File: src/dtlps_pkg.sv
/*
 * Shared constants and types of the DSL test-loop, pattern and status block:
 * register map, field positions, reset values, mode enums and timing counts.
 * Assumes a single 100 MHz system clock.
 */
`default_nettype none

package dtlps_pkg;

    ////////////////////////////////////////////////////////////////////////////
    // Timing
    localparam int unsigned CLK_PERIOD_NS  = 10;           // System clock period
    localparam int unsigned BLINK_HALF_NS  = 250_000_000;  // Half period of a flash
    localparam int unsigned BLINK_HALF_CYC = BLINK_HALF_NS / CLK_PERIOD_NS;
    localparam int unsigned BLINK_CNT_W    = 25;           // Holds BLINK_HALF_CYC

    ////////////////////////////////////////////////////////////////////////////
    // Pattern generator and meter
    localparam int unsigned PRBS_LEN         = 9;          // Shift register stages
    localparam int unsigned PRBS_TAP         = 5;          // Second feedback stage
    localparam logic [8:0]  PRBS_SEED        = 9'h1ff;     // Any non-zero state
    localparam logic [7:0]  INJECT_PERIOD_M1 = 8'hff;      // One bad bit per 256
    localparam logic [3:0]  SYNC_BITS        = 4'h9;       // Bits to fill checker
    localparam logic [15:0] ERR_CNT_MAX      = 16'hffff;   // Counter saturates
    localparam logic        IDLE_BIT         = 1'b1;       // Line level in local loop

    ////////////////////////////////////////////////////////////////////////////
    // Register map (byte addresses)
    localparam int unsigned ADDR_W       = 8;
    localparam logic [7:0]  OFF_CTRL     = 8'h00;          // Test mode control
    localparam logic [7:0]  OFF_STATUS   = 8'h04;          // Live status, read only
    localparam logic [7:0]  OFF_ERRCNT   = 8'h08;          // Meter error count
    localparam logic [7:0]  OFF_INT_STAT = 8'h0c;          // Sticky events, read only
    localparam logic [7:0]  OFF_INT_CLR  = 8'h10;          // Write one to clear
    localparam logic [7:0]  OFF_INT_EN   = 8'h14;          // Interrupt enables

    // Control fields
    localparam int unsigned CTRL_LOOP_LSB  = 0;            // Two bits, loop mode
    localparam int unsigned CTRL_PAT_LSB   = 2;            // Two bits, pattern mode
    localparam int unsigned CTRL_PANEL_BIT = 4;            // Front panel switches rule
    localparam int unsigned CTRL_W         = 5;
    localparam logic [4:0]  CTRL_RESET     = 5'h00;

    // Status fields
    localparam int unsigned ST_POWER_ON_SELF_TEST_DONE = 0;
    localparam int unsigned ST_TRAINING  = 1;
    localparam int unsigned ST_LINK_UP   = 2;
    localparam int unsigned ST_SER_ACT   = 3;
    localparam int unsigned ST_ROLE_DTE  = 4;
    localparam int unsigned ST_LOCKED    = 5;
    localparam int unsigned ST_ERR_SEEN  = 6;
    localparam int unsigned ST_REM_LOOP  = 7;
    localparam int unsigned ST_LOOP_LSB  = 8;
    localparam int unsigned ST_PAT_LSB   = 10;

    // Interrupt events
    localparam int unsigned EV_BIT_ERR   = 0;
    localparam int unsigned EV_LINK_UP   = 1;
    localparam int unsigned EV_LINK_LOST = 2;
    localparam int unsigned EV_W         = 3;
    localparam logic [2:0]  INT_EN_RESET = 3'h0;

    ////////////////////////////////////////////////////////////////////////////
    // Modes and states
    typedef enum logic [1:0] {LOOP_OFF, LOOP_LAL, LOOP_RDL}     dtlps_loop_e;
    typedef enum logic [1:0] {PAT_OFF, PAT_PRBS, PAT_PRBS_ERR}  dtlps_pat_e;
    typedef enum logic [1:0] {MTR_IDLE, MTR_SYNC, MTR_RUN}      dtlps_meter_e;

endpackage : dtlps_pkg

`default_nettype wire

File: src/dtlps_top.sv
/*
 * Test loops, pattern generator, bit-error meter, front panel indicators and
 * status registers of a paired DSL modem card, reached over APB.
 * Assumes framer status, bit strobe and data come from logic on MCLK;
 * panel switches and the role strap are asynchronous pins.
 */
// Operation
// - Power indicator flashes in self-test, then solid
// - Line indicator flashes training, solid on link
// - Serial indicator solid while serial port active
// - Test indicator solid in test, blinks on error
// - Loop mode off/local/remote from panel or console
// - Local loop returns serial data to serial side
// - Local loop after generator; clean pattern, no errors
// - Remote loop returns line data onto line
// - Pattern off/plain/with errors from panel or console
// - Running pattern replaces serial data on line outside local loop; line idles in local loop
// - Meter runs with generator, checks receive data
// - Meter reports errors when pattern not returned
// - Error variant corrupts bits, forcing meter bit errors
// - Serial port circuit side unless strap selects terminal
`default_nettype none

module dtlps_top #(
    parameter int unsigned BLINK_HALF_CYCLES = dtlps_pkg::BLINK_HALF_CYC
) (
    // Clock and reset
    input  wire logic                      MCLK,
    input  wire logic                      RST_N,
    // APB slave
    input  wire logic                      PSEL,
    input  wire logic                      PENABLE,
    input  wire logic                      PWRITE,
    input  wire logic [dtlps_pkg::ADDR_W-1:0] PADDR,
    input  wire logic [31:0]               PWDATA,
    output var  logic [31:0]               PRDATA,
    output var  logic                      PREADY,
    output var  logic                      PSLVERR,
    // Asynchronous pins
    input  wire logic [1:0]                PANEL_LOOP,
    input  wire logic [1:0]                PANEL_PAT,
    input  wire logic                      ROLE_STRAP_DTE,
    // Framer status
    input  wire logic                      POWER_ON_SELF_TEST_DONE,
    input  wire logic                      TRAINING,
    input  wire logic                      LINK_UP,
    input  wire logic                      SER_ACTIVE,
    // Bit streams
    input  wire logic                      BIT_EN,
    input  wire logic                      SER_TX_DATA,
    input  wire logic                      DSL_RX_DATA,
    input  wire logic                      REMOTE_LOOP_CMD,
    output var  logic                      DSL_TX_DATA,
    output var  logic                      SER_RX_DATA,
    output var  logic                      REMOTE_LOOP_REQ,
    output var  logic                      SER_ROLE_DTE,
    // Indicators and interrupt
    output var  logic                      LED_POWER,
    output var  logic                      LED_LINE,
    output var  logic                      LED_SERIAL,
    output var  logic                      LED_TEST,
    output var  logic                      IRQ
);
    import dtlps_pkg::*;

    ////////////////////////////////////////////////////////////////////////////
    // Declarations
    logic [4:0]             pin_s1_q, pin_s2_q;      // Switch and strap synchroniser
    logic                   role_dte_q;              // Strap captured once
    logic [1:0]             cap_cnt_q;               // Edges until strap is valid
    logic [CTRL_W-1:0]      ctrl_q, ctrl_d;          // Control register
    logic [EV_W-1:0]        int_stat_q, int_stat_d;  // Sticky events
    logic [EV_W-1:0]        int_en_q, int_en_d;      // Event enables
    logic [31:0]            prdata_q, prdata_d;      // Read data
    logic                   pslverr_q, pslverr_d;    // Unmapped address
    logic                   pready_q;                // Access phase follows setup
    logic [31:0]            status;                  // Live status word
    logic [EV_W-1:0]        ev;                      // Events this cycle
    logic [1:0]             loop_bits, pat_bits;     // Selected mode source
    dtlps_loop_e            loop_sel, loop_q;        // Requested, active loop
    dtlps_pat_e             pat_sel, pat_q;          // Requested, active pattern
    dtlps_meter_e           meter_q, meter_d;        // Meter state
    logic [4:0]             sync_cnt_q, sync_cnt_d;  // Checker fill count
    logic [15:0]            err_cnt_q, err_cnt_d;    // Detected bit errors
    logic                   err_seen_q, err_seen_d;  // Error since mode start
    logic [7:0]             inj_cnt_q, inj_cnt_d;    // Injection spacing
    logic                   tx_q, tx_d, srx_q, srx_d;// Line and serial outputs
    logic                   rdl_q;                   // Remote loop request
    logic                   mode_chg, local_test, inject, tx_bit, meter_in;
    logic                   gen_bit, chk_err, bit_err;
    logic [BLINK_CNT_W-1:0] blink_cnt_q, blink_cnt_d;// Flash divider
    logic                   blink_q, blink_d, link_q;
    logic [4:0]             led_q, led_d;            // Power, line, serial, test, irq
    logic                   apb_wr, apb_setup;

    ////////////////////////////////////////////////////////////////////////////
    // Pin synchroniser and strap capture after reset release
    always_ff @(posedge MCLK or negedge RST_N) begin
        if (!RST_N) begin
            pin_s1_q   <= 5'h00;
            pin_s2_q   <= 5'h00;
            role_dte_q <= 1'b0;
            cap_cnt_q  <= 2'h0;
        end else begin
            pin_s1_q <= {ROLE_STRAP_DTE, PANEL_PAT, PANEL_LOOP};
            pin_s2_q <= pin_s1_q;
            // Strap read until both synchroniser stages hold the pin
            if (cap_cnt_q != 2'h3) begin
                cap_cnt_q  <= cap_cnt_q + 2'h1;
                role_dte_q <= pin_s2_q[4];
            end
        end
    end

    ////////////////////////////////////////////////////////////////////////////
    // Mode selection: panel switches or console register
    always_comb begin
        loop_bits = ctrl_q[CTRL_PANEL_BIT] ? pin_s2_q[1:0] : ctrl_q[CTRL_LOOP_LSB +: 2];
        pat_bits  = ctrl_q[CTRL_PANEL_BIT] ? pin_s2_q[3:2] : ctrl_q[CTRL_PAT_LSB +: 2];
        case (loop_bits)
            2'h1:    loop_sel = LOOP_LAL;
            2'h2:    loop_sel = LOOP_RDL;
            default: loop_sel = LOOP_OFF;
        endcase
        case (pat_bits)
            2'h1:    pat_sel = PAT_PRBS;
            2'h2:    pat_sel = PAT_PRBS_ERR;
            default: pat_sel = PAT_OFF;
        endcase
    end

    ////////////////////////////////////////////////////////////////////////////
    // Pattern generator and meter checker
    dtlps_prbs9 u_gen (
        .clk   (MCLK),
        .rst_n (RST_N),
        .step  (BIT_EN && pat_q != PAT_OFF),
        .clr   (mode_chg),
        .check (1'b0),
        .din   (1'b0),
        .bit_o (gen_bit),
        .err_o ()
    );

    dtlps_prbs9 u_chk (
        .clk   (MCLK),
        .rst_n (RST_N),
        .step  (BIT_EN && meter_q != MTR_IDLE),
        .clr   (mode_chg),
        .check (1'b1),
        .din   (meter_in),
        .bit_o (),
        .err_o (chk_err)
    );

    ////////////////////////////////////////////////////////////////////////////
    // Data path and meter next state
    always_comb begin
        mode_chg   = (loop_sel != loop_q) || (pat_sel != pat_q);
        local_test = (loop_q != LOOP_OFF) || (pat_q != PAT_OFF);
        inject     = (pat_q == PAT_PRBS_ERR) && (inj_cnt_q == INJECT_PERIOD_M1);
        if (pat_q != PAT_OFF) begin
            tx_bit = gen_bit ^ inject;
        end else if (REMOTE_LOOP_CMD && !local_test) begin
            tx_bit = DSL_RX_DATA;
        end else begin
            tx_bit = SER_TX_DATA;
        end
        // Local loop sits after generator so meter sees own pattern
        meter_in = (loop_q == LOOP_LAL) ? tx_bit : DSL_RX_DATA;
        bit_err  = 1'b0;
        tx_d     = tx_q;
        srx_d    = srx_q;
        if (BIT_EN) begin
            tx_d  = (loop_q == LOOP_LAL) ? IDLE_BIT : tx_bit;
            srx_d = (loop_q == LOOP_LAL) ? tx_bit : DSL_RX_DATA;
        end
        inj_cnt_d  = inj_cnt_q;
        meter_d    = meter_q;
        sync_cnt_d = sync_cnt_q;
        err_cnt_d  = err_cnt_q;
        err_seen_d = err_seen_q;
        if (mode_chg) begin
            // Any mode change restarts generator, checker and counts
            meter_d    = (pat_sel != PAT_OFF) ? MTR_SYNC : MTR_IDLE;
            sync_cnt_d = 5'h00;
            err_cnt_d  = 16'h0000;
            err_seen_d = 1'b0;
            inj_cnt_d  = 8'h00;
        end else begin
            if (BIT_EN && pat_q != PAT_OFF) begin
                inj_cnt_d = inj_cnt_q + 8'h01;
            end
            case (meter_q)
                MTR_IDLE: begin
                    meter_d = MTR_IDLE;
                end
                MTR_SYNC: begin
                    // Two fills: stale bits still in a loop drain before counting
                    if (BIT_EN) begin
                        sync_cnt_d = sync_cnt_q + 5'h01;
                        if (sync_cnt_q == {SYNC_BITS, 1'b0} - 5'h01) begin
                            meter_d = MTR_RUN;
                        end
                    end
                end
                MTR_RUN: begin
                    if (BIT_EN && chk_err) begin
                        bit_err    = 1'b1;
                        err_seen_d = 1'b1;
                        if (err_cnt_q != ERR_CNT_MAX) begin
                            err_cnt_d = err_cnt_q + 16'h0001;
                        end
                    end
                end
                default: begin
                    meter_d = MTR_IDLE;
                end
            endcase
        end
    end

    // Data path and meter registers
    always_ff @(posedge MCLK or negedge RST_N) begin
        if (!RST_N) begin
            loop_q     <= LOOP_OFF;
            pat_q      <= PAT_OFF;
            meter_q    <= MTR_IDLE;
            sync_cnt_q <= 5'h00;
            err_cnt_q  <= 16'h0000;
            err_seen_q <= 1'b0;
            inj_cnt_q  <= 8'h00;
            tx_q       <= IDLE_BIT;
            srx_q      <= IDLE_BIT;
            rdl_q      <= 1'b0;
        end else begin
            loop_q     <= loop_sel;
            pat_q      <= pat_sel;
            meter_q    <= meter_d;
            sync_cnt_q <= sync_cnt_d;
            err_cnt_q  <= err_cnt_d;
            err_seen_q <= err_seen_d;
            inj_cnt_q  <= inj_cnt_d;
            tx_q       <= tx_d;
            srx_q      <= srx_d;
            rdl_q      <= (loop_sel == LOOP_RDL);
        end
    end

    ////////////////////////////////////////////////////////////////////////////
    // APB registers; reads sampled in setup, ready in the access phase
    always_comb begin
        apb_setup  = PSEL && !PENABLE;
        apb_wr     = PSEL && PENABLE && PWRITE;
        ev         = {LINK_UP == 1'b0 && link_q, LINK_UP && !link_q, bit_err};
        status     = 32'h0000_0000;
        status[ST_POWER_ON_SELF_TEST_DONE]     = POWER_ON_SELF_TEST_DONE;
        status[ST_TRAINING]      = TRAINING;
        status[ST_LINK_UP]       = LINK_UP;
        status[ST_SER_ACT]       = SER_ACTIVE;
        status[ST_ROLE_DTE]      = role_dte_q;
        status[ST_LOCKED]        = (meter_q == MTR_RUN);
        status[ST_ERR_SEEN]      = err_seen_q;
        status[ST_REM_LOOP]      = REMOTE_LOOP_CMD && !local_test;
        status[ST_LOOP_LSB +: 2] = loop_q;
        status[ST_PAT_LSB +: 2]  = pat_q;
        ctrl_d     = ctrl_q;
        int_en_d   = int_en_q;
        int_stat_d = int_stat_q;
        prdata_d   = prdata_q;
        pslverr_d  = pslverr_q;
        if (apb_wr) begin
            case (PADDR)
                OFF_CTRL:    ctrl_d     = PWDATA[CTRL_W-1:0];
                OFF_INT_EN:  int_en_d   = PWDATA[EV_W-1:0];
                OFF_INT_CLR: int_stat_d = int_stat_q & ~PWDATA[EV_W-1:0];
                default:     ctrl_d     = ctrl_q;
            endcase
        end
        // New events win over a clear in the same cycle
        int_stat_d = int_stat_d | ev;
        if (apb_setup) begin
            pslverr_d = 1'b0;
            case (PADDR)
                OFF_CTRL:     prdata_d = {27'h000_0000, ctrl_q};
                OFF_STATUS:   prdata_d = status;
                OFF_ERRCNT:   prdata_d = {16'h0000, err_cnt_q};
                OFF_INT_STAT: prdata_d = {29'h0000_0000, int_stat_q};
                OFF_INT_EN:   prdata_d = {29'h0000_0000, int_en_q};
                OFF_INT_CLR:  prdata_d = 32'h0000_0000;
                default: begin
                    prdata_d  = 32'h0000_0000;
                    pslverr_d = 1'b1;
                end
            endcase
        end
    end

    // APB register file
    always_ff @(posedge MCLK or negedge RST_N) begin
        if (!RST_N) begin
            ctrl_q     <= CTRL_RESET;
            int_en_q   <= INT_EN_RESET;
            int_stat_q <= 3'h0;
            prdata_q   <= 32'h0000_0000;
            pslverr_q  <= 1'b0;
            pready_q   <= 1'b0;
        end else begin
            ctrl_q     <= ctrl_d;
            int_en_q   <= int_en_d;
            int_stat_q <= int_stat_d;
            prdata_q   <= prdata_d;
            pslverr_q  <= pslverr_d;
            pready_q   <= apb_setup;
        end
    end

    ////////////////////////////////////////////////////////////////////////////
    // Flash divider and indicators
    always_comb begin
        blink_cnt_d = blink_cnt_q + 1'b1;
        blink_d     = blink_q;
        if (blink_cnt_q == BLINK_CNT_W'(BLINK_HALF_CYCLES - 1)) begin
            blink_cnt_d = '0;
            blink_d     = !blink_q;
        end
        led_d[0] = POWER_ON_SELF_TEST_DONE || blink_q;
        led_d[1] = LINK_UP || (TRAINING && blink_q);
        led_d[2] = SER_ACTIVE;
        led_d[3] = (local_test || REMOTE_LOOP_CMD) && (!err_seen_q || blink_q);
        led_d[4] = |(int_stat_q & int_en_q);
    end

    // Indicator registers
    always_ff @(posedge MCLK or negedge RST_N) begin
        if (!RST_N) begin
            blink_cnt_q <= '0;
            blink_q     <= 1'b0;
            link_q      <= 1'b0;
            led_q       <= 5'h00;
        end else begin
            blink_cnt_q <= blink_cnt_d;
            blink_q     <= blink_d;
            link_q      <= LINK_UP;
            led_q       <= led_d;
        end
    end

    // Output drive
    assign PRDATA          = prdata_q;
    assign PREADY          = pready_q;
    assign PSLVERR         = pslverr_q;
    assign DSL_TX_DATA     = tx_q;
    assign SER_RX_DATA     = srx_q;
    assign REMOTE_LOOP_REQ = rdl_q;
    assign SER_ROLE_DTE    = role_dte_q;
    assign {IRQ, LED_TEST, LED_SERIAL, LED_LINE, LED_POWER} = led_q;
endmodule : dtlps_top

`default_nettype wire

File: src/dtlps_prbs9.sv
/*
 * Nine-stage maximal-length sequence engine, used both as the pattern
 * generator and as the self-synchronising checker of the bit-error meter.
 * Assumes step pulses arrive once per line bit on the system clock.
 */
`default_nettype none

module dtlps_prbs9 (
    // Clock and reset
    input  wire logic clk,
    input  wire logic rst_n,
    // Control
    input  wire logic step,      // Advance one bit
    input  wire logic clr,       // Reload seed, wins over step
    input  wire logic check,     // Shift in din instead of feedback
    input  wire logic din,       // Received bit in check use
    // Results
    output var  logic bit_o,     // Next sequence bit
    output var  logic err_o      // din differs from prediction
);
    import dtlps_pkg::*;

    logic [PRBS_LEN-1:0] sr_q;   // Sequence state
    logic [PRBS_LEN-1:0] sr_d;   // Next state
    logic                fb;     // Feedback from stages nine and five

    // Feedback and comparison
    always_comb begin
        fb    = sr_q[PRBS_LEN-1] ^ sr_q[PRBS_TAP-1];
        bit_o = fb;
        err_o = check & (din != fb);
        sr_d  = sr_q;
        if (clr) begin
            sr_d = PRBS_SEED;
        end else if (step) begin
            // Checker locks by loading received bits; an all-zero line locks it too
            sr_d = {sr_q[PRBS_LEN-2:0], check ? din : fb};
        end
    end

    // State register
    always_ff @(posedge clk or negedge rst_n) begin
        if (!rst_n) begin
            sr_q <= PRBS_SEED;
        end else begin
            sr_q <= sr_d;
        end
    end

endmodule : dtlps_prbs9

`default_nettype wire

File: config.mk
export PLATFORM = sky130hd
export DESIGN_NAME = dtlps_top
export DESIGN_NICKNAME = d
export VERILOG_FILES = /design/src/dtlps_pkg.sv /design/src/dtlps_top.sv /design/src/dtlps_prbs9.sv
export SDC_FILE = /design/constraint.sdc
export NUM_CORES = 1
export LEC_CHECK = 0
export ABC_AREA = 1
export BUFFER_PORTS_ARGS = -buffer_cell sky130_fd_sc_hd__buf_2
export CORE_MARGIN = 4
export CORE_UTILIZATION = 24
export DETAILED_ROUTE_END_ITERATION = 10
export GPL_TIMING_DRIVEN = 0
export PLACE_DENSITY = 0.51
export SETUP_SLACK_MARGIN = 0.5
export SYNTH_ARGS = -nofsm -noshare
export SYNTH_HDL_FRONTEND = slang
export SYNTH_SLANG_ARGS = --single-unit
File: constraint.sdc
create_clock -name MCLK -period 3.38 [get_ports MCLK]
set_input_delay 0.507 -clock MCLK [delete_from_list [all_inputs] [get_ports MCLK]]
set_output_delay 0.507 -clock MCLK [all_outputs]
set_load 0.01 [all_outputs]
==> results of run 1 <==
-- flip-flops by register name, indices dropped and copies added (netlist names), 2 cells and up --
signal	flops
led_q	5
blink_cnt_q	25
err_cnt_q	16
PRDATA	16
sync_cnt_q	5
int_en_q	3
u_chk.sr_q	9
loop_q	2
pat_q	2
pin_s1_q	5
meter_q	2
int_stat_q	3
cap_cnt_q	2
ctrl_q	5
pin_s2_q	5
u_gen.sr_q	9
inj_cnt_q	8
-- kinds of logic (layout without fill, tap and decap cells) --
| group | Yosys count | in the layout | synth area share, % |
|---|---|---|---|
| DFF | 130 | 130 | 49.6 |
| and+or+nand+nor | 379 | 379 | 25.6 |
| AOI/OAI and AO/OA | 99 | 99 | 8.75 |
| buffers and inverters | 146 | 237 | 9.83 |
| adders and majority gates | 8 | 8 | 1.52 |
| xor gates and xnor gates | 31 | 31 | 4.11 |
| other | 1 | 16 | 0.0568 |
| muxes | 3 | 3 | 0.511 |
-- metal layers --
layer	up-vias	wire [um]	global-route usage (%)
met1	2529	7920	14.9
met2	122	7560	17.6
met5	-	0	0
met4	0	189	3.27
met3	18	737	2.81
li1	2741	-	-
-- per-stage QoR --
stage / utilization, % / instance area [um2] / hold WS [ns]
floorplan: - / 6660 / 0.211
global placement: 27.3 / 7370 / 0.334
detailed placement: 27.4 / 7410 / 0.336
CTS: 29.6 / 8000 / 0.170
global route: 29.6 / 8000 / 0.169
finish: 29.6 / 8000 / 0.189
-- worst max-delay path: stages, from the launching register on --
cell	delay [ns]
dfrtp_1	0.37
buf_6	0.14
o21ai_0	0.27
inv_1	0.08
ha_1	0.24
xor2_1	0.15
nor2_1	0.09
o21ai_1	0.08
nor2_2	0.09
nand2_2	0.10
inv_2	0.20
buf_2	0.31
nand3_1	0.10
o31ai_1	0.08
-- power by group through the flow --
stage / Clock (mW) / Sequential, mW / Combinational, mW
final: 1.82 / 1.92 / 0.666
after global placement: 0 / 1.95 / 0.664
after floorplan: 0 / 1.93 / 0.473
after CTS: 1.87 / 1.92 / 0.682
after detailed placement: 0 / 1.95 / 0.677
after global routing: 1.94 / 1.95 / 0.770
-- layout by cell type (no fill, tap or decap), types with 20 or more instances in the layout --
master / count
a21oi_1: 26
buf_2: 62
dfrtp_1: 110
dfstp_2: 20
inv_1: 110
nand2_1: 171
nand3_1: 43
nor2_1: 86
nor3_1: 32
o21ai_0: 28
xor2_1: 26
-- area by class of cell --
cell class              instances  area, um2  share of cell area, %
repair buffers                 59        329                   4.11
flip-flops and latches        130       3280                   41.0
multi-input cells             536       2740                   34.2
clock inverters                 9        105                   1.31
plain buffers                  33        225                   2.81
inverters                     113        424                   5.30
well taps                     341        427                   5.33
clock buffers                  23        478                   5.97
-- final timing paths --
kind	startpoint	to	slack (ns)
min in group asynchronous	RST_N	blink_cnt_q[16]	0.54
max in group asynchronous	RST_N	PRDATA[15]	2.05
max	ctrl_q[4]	sync_cnt_q[4]	0.98
min	PANEL_PAT[1]	pin_s1_q[3]	0.19
max reg2reg	ctrl_q[4]	sync_cnt_q[4]	0.98
min reg2reg	pin_s1_q[4]	pin_s2_q[4]	0.34
-- repair_timing --
action	CTS	global route
buffers inserted	0	0
hold buffers	1	0
hold endpoints to repair	35	0
gates resized for setup	0	0
==> impl_metrics.tcl, run 1 <==
set metrics [dict create \
    clock_tree.buffer_depth 2 \
    maxSlewHeadroom_pct 47.9 \
    power_frac_comb_pct 15.1 \
    cts_tree "done" \
    power_per_cell_area_nw_per_um2 551 \
    syn_inst 797 \
    hold_viol 0 \
    synth_edf_count 0 \
    place_ws_ns 0.951 \
    syn_area_um2 6610 \
    final_net_count 956 \
    avgRoutedWirePerCell_um 13.2 \
    synth_top_area_share_pct 41.7 \
    hold_path_class "input pin to flop" \
    min_path_cells 1 \
    core_um2 27000 \
    fill_cells 2898 \
    yosys-top-cells-count "nand2_1 (171), dfrtp_1 (110), inv_1 (110)" \
    end_kind "flop" \
    grt_usage_pct 11.1 \
    fmax_ghz 0.417 \
    cts.sinks 130 \
    drt-initial-drc-count 326 \
    start_util_pct 24.4 \
    synth_top_cell_by_area "dfrtp_1" \
    worst_skew_pair.late_latency_ns 0.42 \
    switching_power_mw 1.21 \
    grt_pass1_wl_mm 27.1 \
    ys_types 44 \
    clockPowerShare_pct 41.2 \
    synth_area_per_cell_um2 8.29 \
    setup_violations 0 \
    synthArstFlopShare_pct 100 \
    peakVddDrop_mv 0.285 \
    seqPwrFrac_pct 43.6 \
    place_congestion 0.847 \
    p_leak_nw 3.84 \
    ys_top_cells_by_area "dfrtp_1 (42%), nand2_1 (9.7%), dfstp_2 (8.0%)" \
    grt_max_degree 96 \
    power.total_mw 4.41 \
    rr_worst_depth 13 \
    maxSlewViolCount 0 \
    grt_pass1_vias 5227 \
    start_kind "flop" \
    setup_slack_ns 0.984 \
    wl_mm 16.4 \
    internal-power_mw 3.20 \
    required_ns 3.70 \
    syn_to_final_growth_pct 21.1 \
    max_cap_viol_count 0 \
    antenna_found_initial 0 \
    status "completed" \
    ant_nets 0 \
    period_minus_slack_ns 2.40 \
    cts-root-buf "clkbuf_16" \
    die_area_um2 30200 \
    antennaDiodeCount 0 \
    finalNonFillerCells 1244 \
    tns_ns 0 \
    clkSlewWorstSetupHoldPaths_ns 0.06 \
    rsz0062_at_grt "no" \
    pin_count 101 \
    cp_max_fo 10 \
    remaining_drc_errors 0 \
    worst_pin_slew_ns 0.775 \
    yosysMostFrequentCell "nand2_1" \
    p_sw_share_pct 27.5 \
    synth_seq_cells 130 \
    drive_above_1_share_pct 17.5 \
    synthFlopType "dfrtp_1" \
    h-tree-depth 4 \
    grt_overflow 0 \
    period_share_pct 70.9 \
    crit_arrival_ns 2.72 \
    fin_skew_ns 0.00707 \
    path_class "flop to flop" \
    die_h_um 174 \
    vias 5410 \
    first_pass_iters 5 \
    place_hpwl_mm 12.2 \
    cts_made_buffers 17 \
    dp.cells 1211 \
    seq_area_frac_synth_pct 49.6 \
    synth_warnings 0 \
    fp.dieW_um 174 \
    rows 60 \
    vias_per_cell 4.35 \
    numPortBuffers 57 \
]
Note: power is estimated with default switching activity, not from simulation.
==> run 2: changes to the inputs <==
- PLACE_DENSITY: 0.51 -> 0.53
- clock period: 3.38 -> 2 ns (I/O delays scaled with it)
==> impl_metrics.tcl, run 2 (synthesis gave the netlist of run 1 again) <==
set metrics [dict create \
    status "finished with violations" \
    ant_nets 0 \
    path_class "flop to flop" \
    hold_viol 0 \
    layout_commonest_cell "nand2_1" \
    drt-initial-drc-count 298 \
    cpPeakStageDelay_ns 0.37 \
    top_register "blink_cnt_q" \
    grt_overflow 0 \
    start_kind "flop" \
    first_pass_iters 5 \
    p_leak_nw 4.53 \
    remaining_drc_errors 0 \
    crit_chain "buf_6 > o21ai_4 > inv_1 > ha_2 > xor2_1 > nor2_1 > o21ai_1 > nor2_2 > nand2_4 > buf_12 > nor2_8 > inv_4 > buf_6 > a21oi_2 > nor2_1" \
    fin_skew_ns 0.0122 \
    final_net_count 1027 \
    pin_count 101 \
    maxSlewHeadroom_pct 51.7 \
    reg2reg_to "inj_cnt_q[2]" \
    cts_made_buffers 17 \
    regToRegStartpoint "ctrl_q[4]" \
    h-tree-depth 4 \
    crit_arrival_ns 2.42 \
    numPortBuffers 57 \
    start_util_pct 24.4 \
    rr_worst_depth 15 \
    hold_start "LINK_UP" \
    die_area_um2 30200 \
    cts.sinks 130 \
    grt_max_degree 95 \
    place_hpwl_mm 12.2 \
    min_path_cells 1 \
    grt_usage_pct 12.1 \
    antennaDiodeCount 0 \
    setup_violations 44 \
    clock_tree.buffer_depth 2 \
    rows 60 \
    worst_pin_slew_ns 0.725 \
    maxSlewViolCount 0 \
    slowest_stage "dfrtp_1" \
    worst_skew_pair.late_latency_ns 0.43 \
    fmax_ghz 0.472 \
    place_ws_ns -0.204 \
    die_h_um 174 \
    vias_per_cell 4.45 \
    core_um2 27000 \
    period_minus_slack_ns 2.12 \
    grt_pass1_vias 5699 \
    rrSetupSlack_ns -0.12 \
    clkSlewWorstSetupHoldPaths_ns 0.06 \
    cts_tree "done" \
    drive_above_1_share_pct 36.9 \
    tns_ns -3.02 \
    violations "negative setup slack" \
    max_cap_viol_count 0 \
    hold_path_class "input pin to flop" \
    rsz0062_at_grt "yes" \
    fill_cells 2727 \
    min_to "link_q" \
    antenna_found_initial 0 \
    vias 5854 \
    avgRoutedWirePerCell_um 14.3 \
    peakVddDrop_mv 0.634 \
    setup_slack_ns -0.116 \
    cts-root-buf "clkbuf_16" \
    power_per_cell_area_nw_per_um2 881 \
    final_cell_mix "nand2_1 (149), dfrtp_1 (106), inv_1 (99)" \
    fp.dieW_um 174 \
    period_share_pct 106 \
    grt_pass1_wl_mm 29.8 \
    syn_to_final_growth_pct 44.8 \
    largest_reg_flops 25 \
    cp_max_fo 8 \
    wl_mm 18.8 \
    end_kind "flop" \
    place_congestion 0.803 \
    required_ns 2.30 \
]
run 2: cell count changes in the layout (fill, tap and decap cells not counted), sizes merged:
cell / before / now
inv: 113 / 112
bufinv: 2 / 4
buf: 85 / 148
dlygate4sd3: 1 / 7
clkbuf: 29 / 30
bufbuf: 0 / 1
clkinvlp: 1 / 0
run 2: cell type report:
class / count / area, um2 / share of cell area (%)
repair buffers: 130 / 1040 / 10.8
plain buffers: 33 / 299 / 3.13
well taps: 341 / 427 / 4.46
clock inverters: 9 / 153 / 1.60
clock buffers: 23 / 488 / 5.10
inverters: 113 / 447 / 4.67
flip-flops and latches: 130 / 3280 / 34.3
multi-input cells: 536 / 3440 / 35.9
run 2: how the worst max path moves through the flow:
stage | startpoint | endpoint | slack [ns] | depth (start not counted)
6_report | ctrl_q[4] | inj_cnt_q[2] | -0.12 | 15
5_1_grt | ctrl_q[4] | u_gen.sr_q[5] | -0.25 | 14
4_1_cts | ctrl_q[4] | inj_cnt_q[2] | -0.12 | 15
3_5_place_dp | ctrl_q[4] | inj_cnt_q[2] | -0.20 | 15
3_3_place_gp | RST_N | SER_ROLE_DTE | -1.31 | 1
2_1_floorplan | ctrl_q[4] | inj_cnt_q[2] | 0.03 | 15
run 2: timing repair:
item | 4_1_cts | 5_1_grt
buffers inserted | 44 | 16
endpoints found under the hold margin | 37 | 0
gates resized for setup | 123 | 86
setup endpoints to repair | 72 | 85
cloned | 4 | 1
hold buffers | 7 | 0
pin swaps | 30 | 36
run 2: routing by layer:
| layer | track usage (%) | wire, um | part of all wire (%) | up-vias |
|---|---|---|---|---|
| met4 | 3.43 | 295 | 1.6 | 0 |
| met5 | 0 | 0 | 0 | - |
| met2 | 19.7 | 9180 | 49 | 131 |
| met3 | 2.96 | 783 | 4.2 | 18 |
| li1 | - | - | - | 2895 |
| met1 | 16.0 | 8510 | 45 | 2810 |
run 2: report_power, final:
part | leakage, nW | switching, mW | internal, mW
Clock | 0.317 | 1.18 | 2.22
Combinational | 2.57 | 0.955 | 0.795
Sequential | 1.65 | 0.224 | 3.07
run 2: per-stage QoR:
step           instance area (um2)  hold WS [ns]  std cells  total power [mW]  util [%]
2_1_floorplan                 6740       0.00441        812              4.07         -
4_1_cts                       9100        0.0182       1298              8.35      33.7
5_1_grt                       9570        0.0261       1315              8.83      35.4
6_report                      9570        0.0343       1315              8.43      35.4
3_3_place_gp                  7450         0.338       1210              4.43      27.6
3_5_place_dp                  7480         0.243       1211              4.46      27.7
run 2: critical path: cells and delay by family (launching register included):
| kind | cells | cell delay, ns |
|---|---|---|
| and+or+nand+nor | 5 | 0.44 |
| buffers and inverters | 5 | 0.52 |
| AOI/OAI and AO/OA | 3 | 0.33 |
| DFF | 1 | 0.37 |
| xor gates and xnor gates | 1 | 0.14 |
| adders and majority gates | 1 | 0.19 |
==> run 3: changes to the inputs <==
- ABC_CLOCK_PERIOD_IN_PS: not set -> 1850
- CORE_ASPECT_RATIO: not set -> 0.9
- clock period: 2 -> 1.85 ns (I/O delays scaled with it)
==> impl_metrics.tcl, run 3 (synthesis gave the netlist of run 1 again) <==
set metrics [dict create \
    ant_nets 0 \
    reg2reg_to "inj_cnt_q[7]" \
    stdcell_area_um2 9440 \
    cts-root-buf "clkbuf_16" \
    setup_violations 51 \
    end_kind "flop" \
    largest_reg_flops 25 \
    top_register "blink_cnt_q" \
    worst_pin_slew_ns 0.523 \
    h-tree-depth 4 \
    fmax_ghz 0.463 \
    period_minus_slack_ns 2.16 \
    avgRoutedWirePerCell_um 13.9 \
    rows 57 \
    finalNonFillerCells 1336 \
    fp.dieW_um 183 \
    p_leak_nw 4.49 \
    numPortBuffers 57 \
    drive_above_1_share_pct 36.4 \
    place_congestion 0.865 \
    wl_mm 18.5 \
    worst_skew_pair.late_latency_ns 0.42 \
    max_cap_viol_count 0 \
    rsz0062_at_grt "yes" \
    layout_commonest_cell "nand2_1" \
    peakVddDrop_mv 0.500 \
    grt_usage_pct 12.0 \
    antennaDiodeCount 0 \
    placed_area_um2 7550 \
    cp_max_fo 8 \
    clkSlewWorstSetupHoldPaths_ns 0.06 \
    cts_tree "done" \
    hold_viol 0 \
    cts.sinks 130 \
    maxSlewHeadroom_pct 65.1 \
    remaining_drc_errors 0 \
    clock_tree.buffer_depth 2 \
    worstSetupStartpoint "ctrl_q[4]" \
    grt_max_degree 81 \
    rr_worst_depth 15 \
    syn_to_final_growth_pct 42.9 \
    postLayoutCoreUtil_pct 34.9 \
    start_util_pct 24.4 \
    power_per_cell_area_nw_per_um2 891 \
    antenna_found_initial 0 \
    final_cell_mix "nand2_1 (150), dfrtp_1 (103), inv_1 (99)" \
    rrSetupSlack_ns -0.31 \
    pin_count 101 \
    setup_slack_ns -0.312 \
    regArea_um2 3290 \
    multiInputGateArea_um2 3370 \
    cts_made_buffers 17 \
    maxSlewViolCount 0 \
    first_pass_iters 5 \
    min_path_cells 1 \
    place_hpwl_mm 12.2 \
    regToRegStartpoint "ctrl_q[4]" \
    grt_pass1_wl_mm 29.2 \
    violations "negative setup slack" \
    drt-initial-drc-count 396 \
    required_ns 2.16 \
    grt_pass1_vias 5580 \
    crit_arrival_ns 2.47 \
    die_h_um 165 \
    endpoint "inj_cnt_q[7]" \
    vias_per_cell 4.43 \
    path_class "flop to flop" \
    period_share_pct 117 \
    start_kind "flop" \
    status "finished with violations" \
    hold_path_class "input pin to flop" \
    fin_skew_ns 0.00935 \
    grt_overflow 0 \
    die_area_um2 30200 \
    dp.cells 1224 \
    vias 5915 \
    fill_cells 2729 \
    core_um2 27000 \
    final_net_count 1035 \
]
[run 3: changes by cell type in the layout (fill, tap and decap cells not counted), moves of 4 or more]
cell       delta
buf_4        +12
a21oi_1       +8
a21oi_2       -5
nor2_1        +5
nor2_2        -5
bufinv_16     -4
o21ai_2       -4
[run 3: how the worst min path moves through the flow]
stage                           start         endpoint
after floorplan                 RST_N        PRDATA[0]
after global placement    pin_s1_q[4]      pin_s2_q[4]
after detailed placement        RST_N  blink_cnt_q[10]
after CTS                     LINK_UP           link_q
after global routing          LINK_UP           link_q
final                         LINK_UP           link_q
[run 3: where the power goes]
group | switching (mW) | internal [mW]
logic | 0.948 | 0.740
registers | 0.221 | 3.31
clock network | 1.32 | 1.86
[run 3: through the flow]
stage          hold slack (ns)  setup slack (ns)  power, mW  TNS (ns)
2_1_floorplan          -0.0181            -0.123       4.40     -1.02
3_3_place_gp             0.333             -1.38       4.78   -174.28
3_5_place_dp             0.263            -0.366       4.82    -13.95
4_1_cts                0.00432            -0.288       8.29    -11.74
5_1_grt                0.00909            -0.464       8.83    -18.78
6_report                0.0250            -0.312       8.41    -10.29
[run 3: critical path, stage by stage (launching register included)]
cell and delay (ns):
dfrtp_1 0.37, buf_6 0.14, nand2_1 0.10, o21ai_4 0.07
inv_1 0.05, ha_2 0.17, xor2_1 0.14, nor2_1 0.06
o21ai_1 0.09, nor2_2 0.05, nand2_2 0.09, buf_12 0.15
nor2_8 0.05, buf_4 0.16, buf_4 0.13, o31ai_1 0.23
[run 3: area by class of cell]
| type | instances | area share [%] |
|---|---|---|
| plain buffers | 33 | 2.97 |
| clock buffers | 22 | 5.13 |
| clock inverters | 10 | 0.809 |
| inverters | 113 | 4.71 |
| multi-input cells | 536 | 35.7 |
| flip-flops and latches | 130 | 34.8 |
| well taps | 354 | 4.69 |
| repair buffers | 138 | 11.2 |
[run 3: routing by layer]
| layer | up-vias | wire [um] | share of wire [%] | track usage (%) |
|---|---|---|---|---|
| li1 | 2921 | - | - | - |
| met1 | 2853 | 8880 | 48 | 17.2 |
| met3 | 26 | 815 | 4.4 | 2.96 |
| met4 | 0 | 300 | 1.6 | 3.69 |
| met2 | 115 | 8520 | 46 | 17.9 |
| met5 | - | 0 | 0 | 0 |
[run 3: what timing repair did]
| action | CTS | global route |
|---|---|---|
| pin swaps | 33 | 38 |
| hold buffers | 7 | 0 |
| hold endpoints to repair | 54 | 0 |
| gates resized for setup | 98 | 76 |
| cloned | 3 | 1 |
| setup buffers | 44 | 25 |
| endpoints found under the setup margin | 78 | 91 |
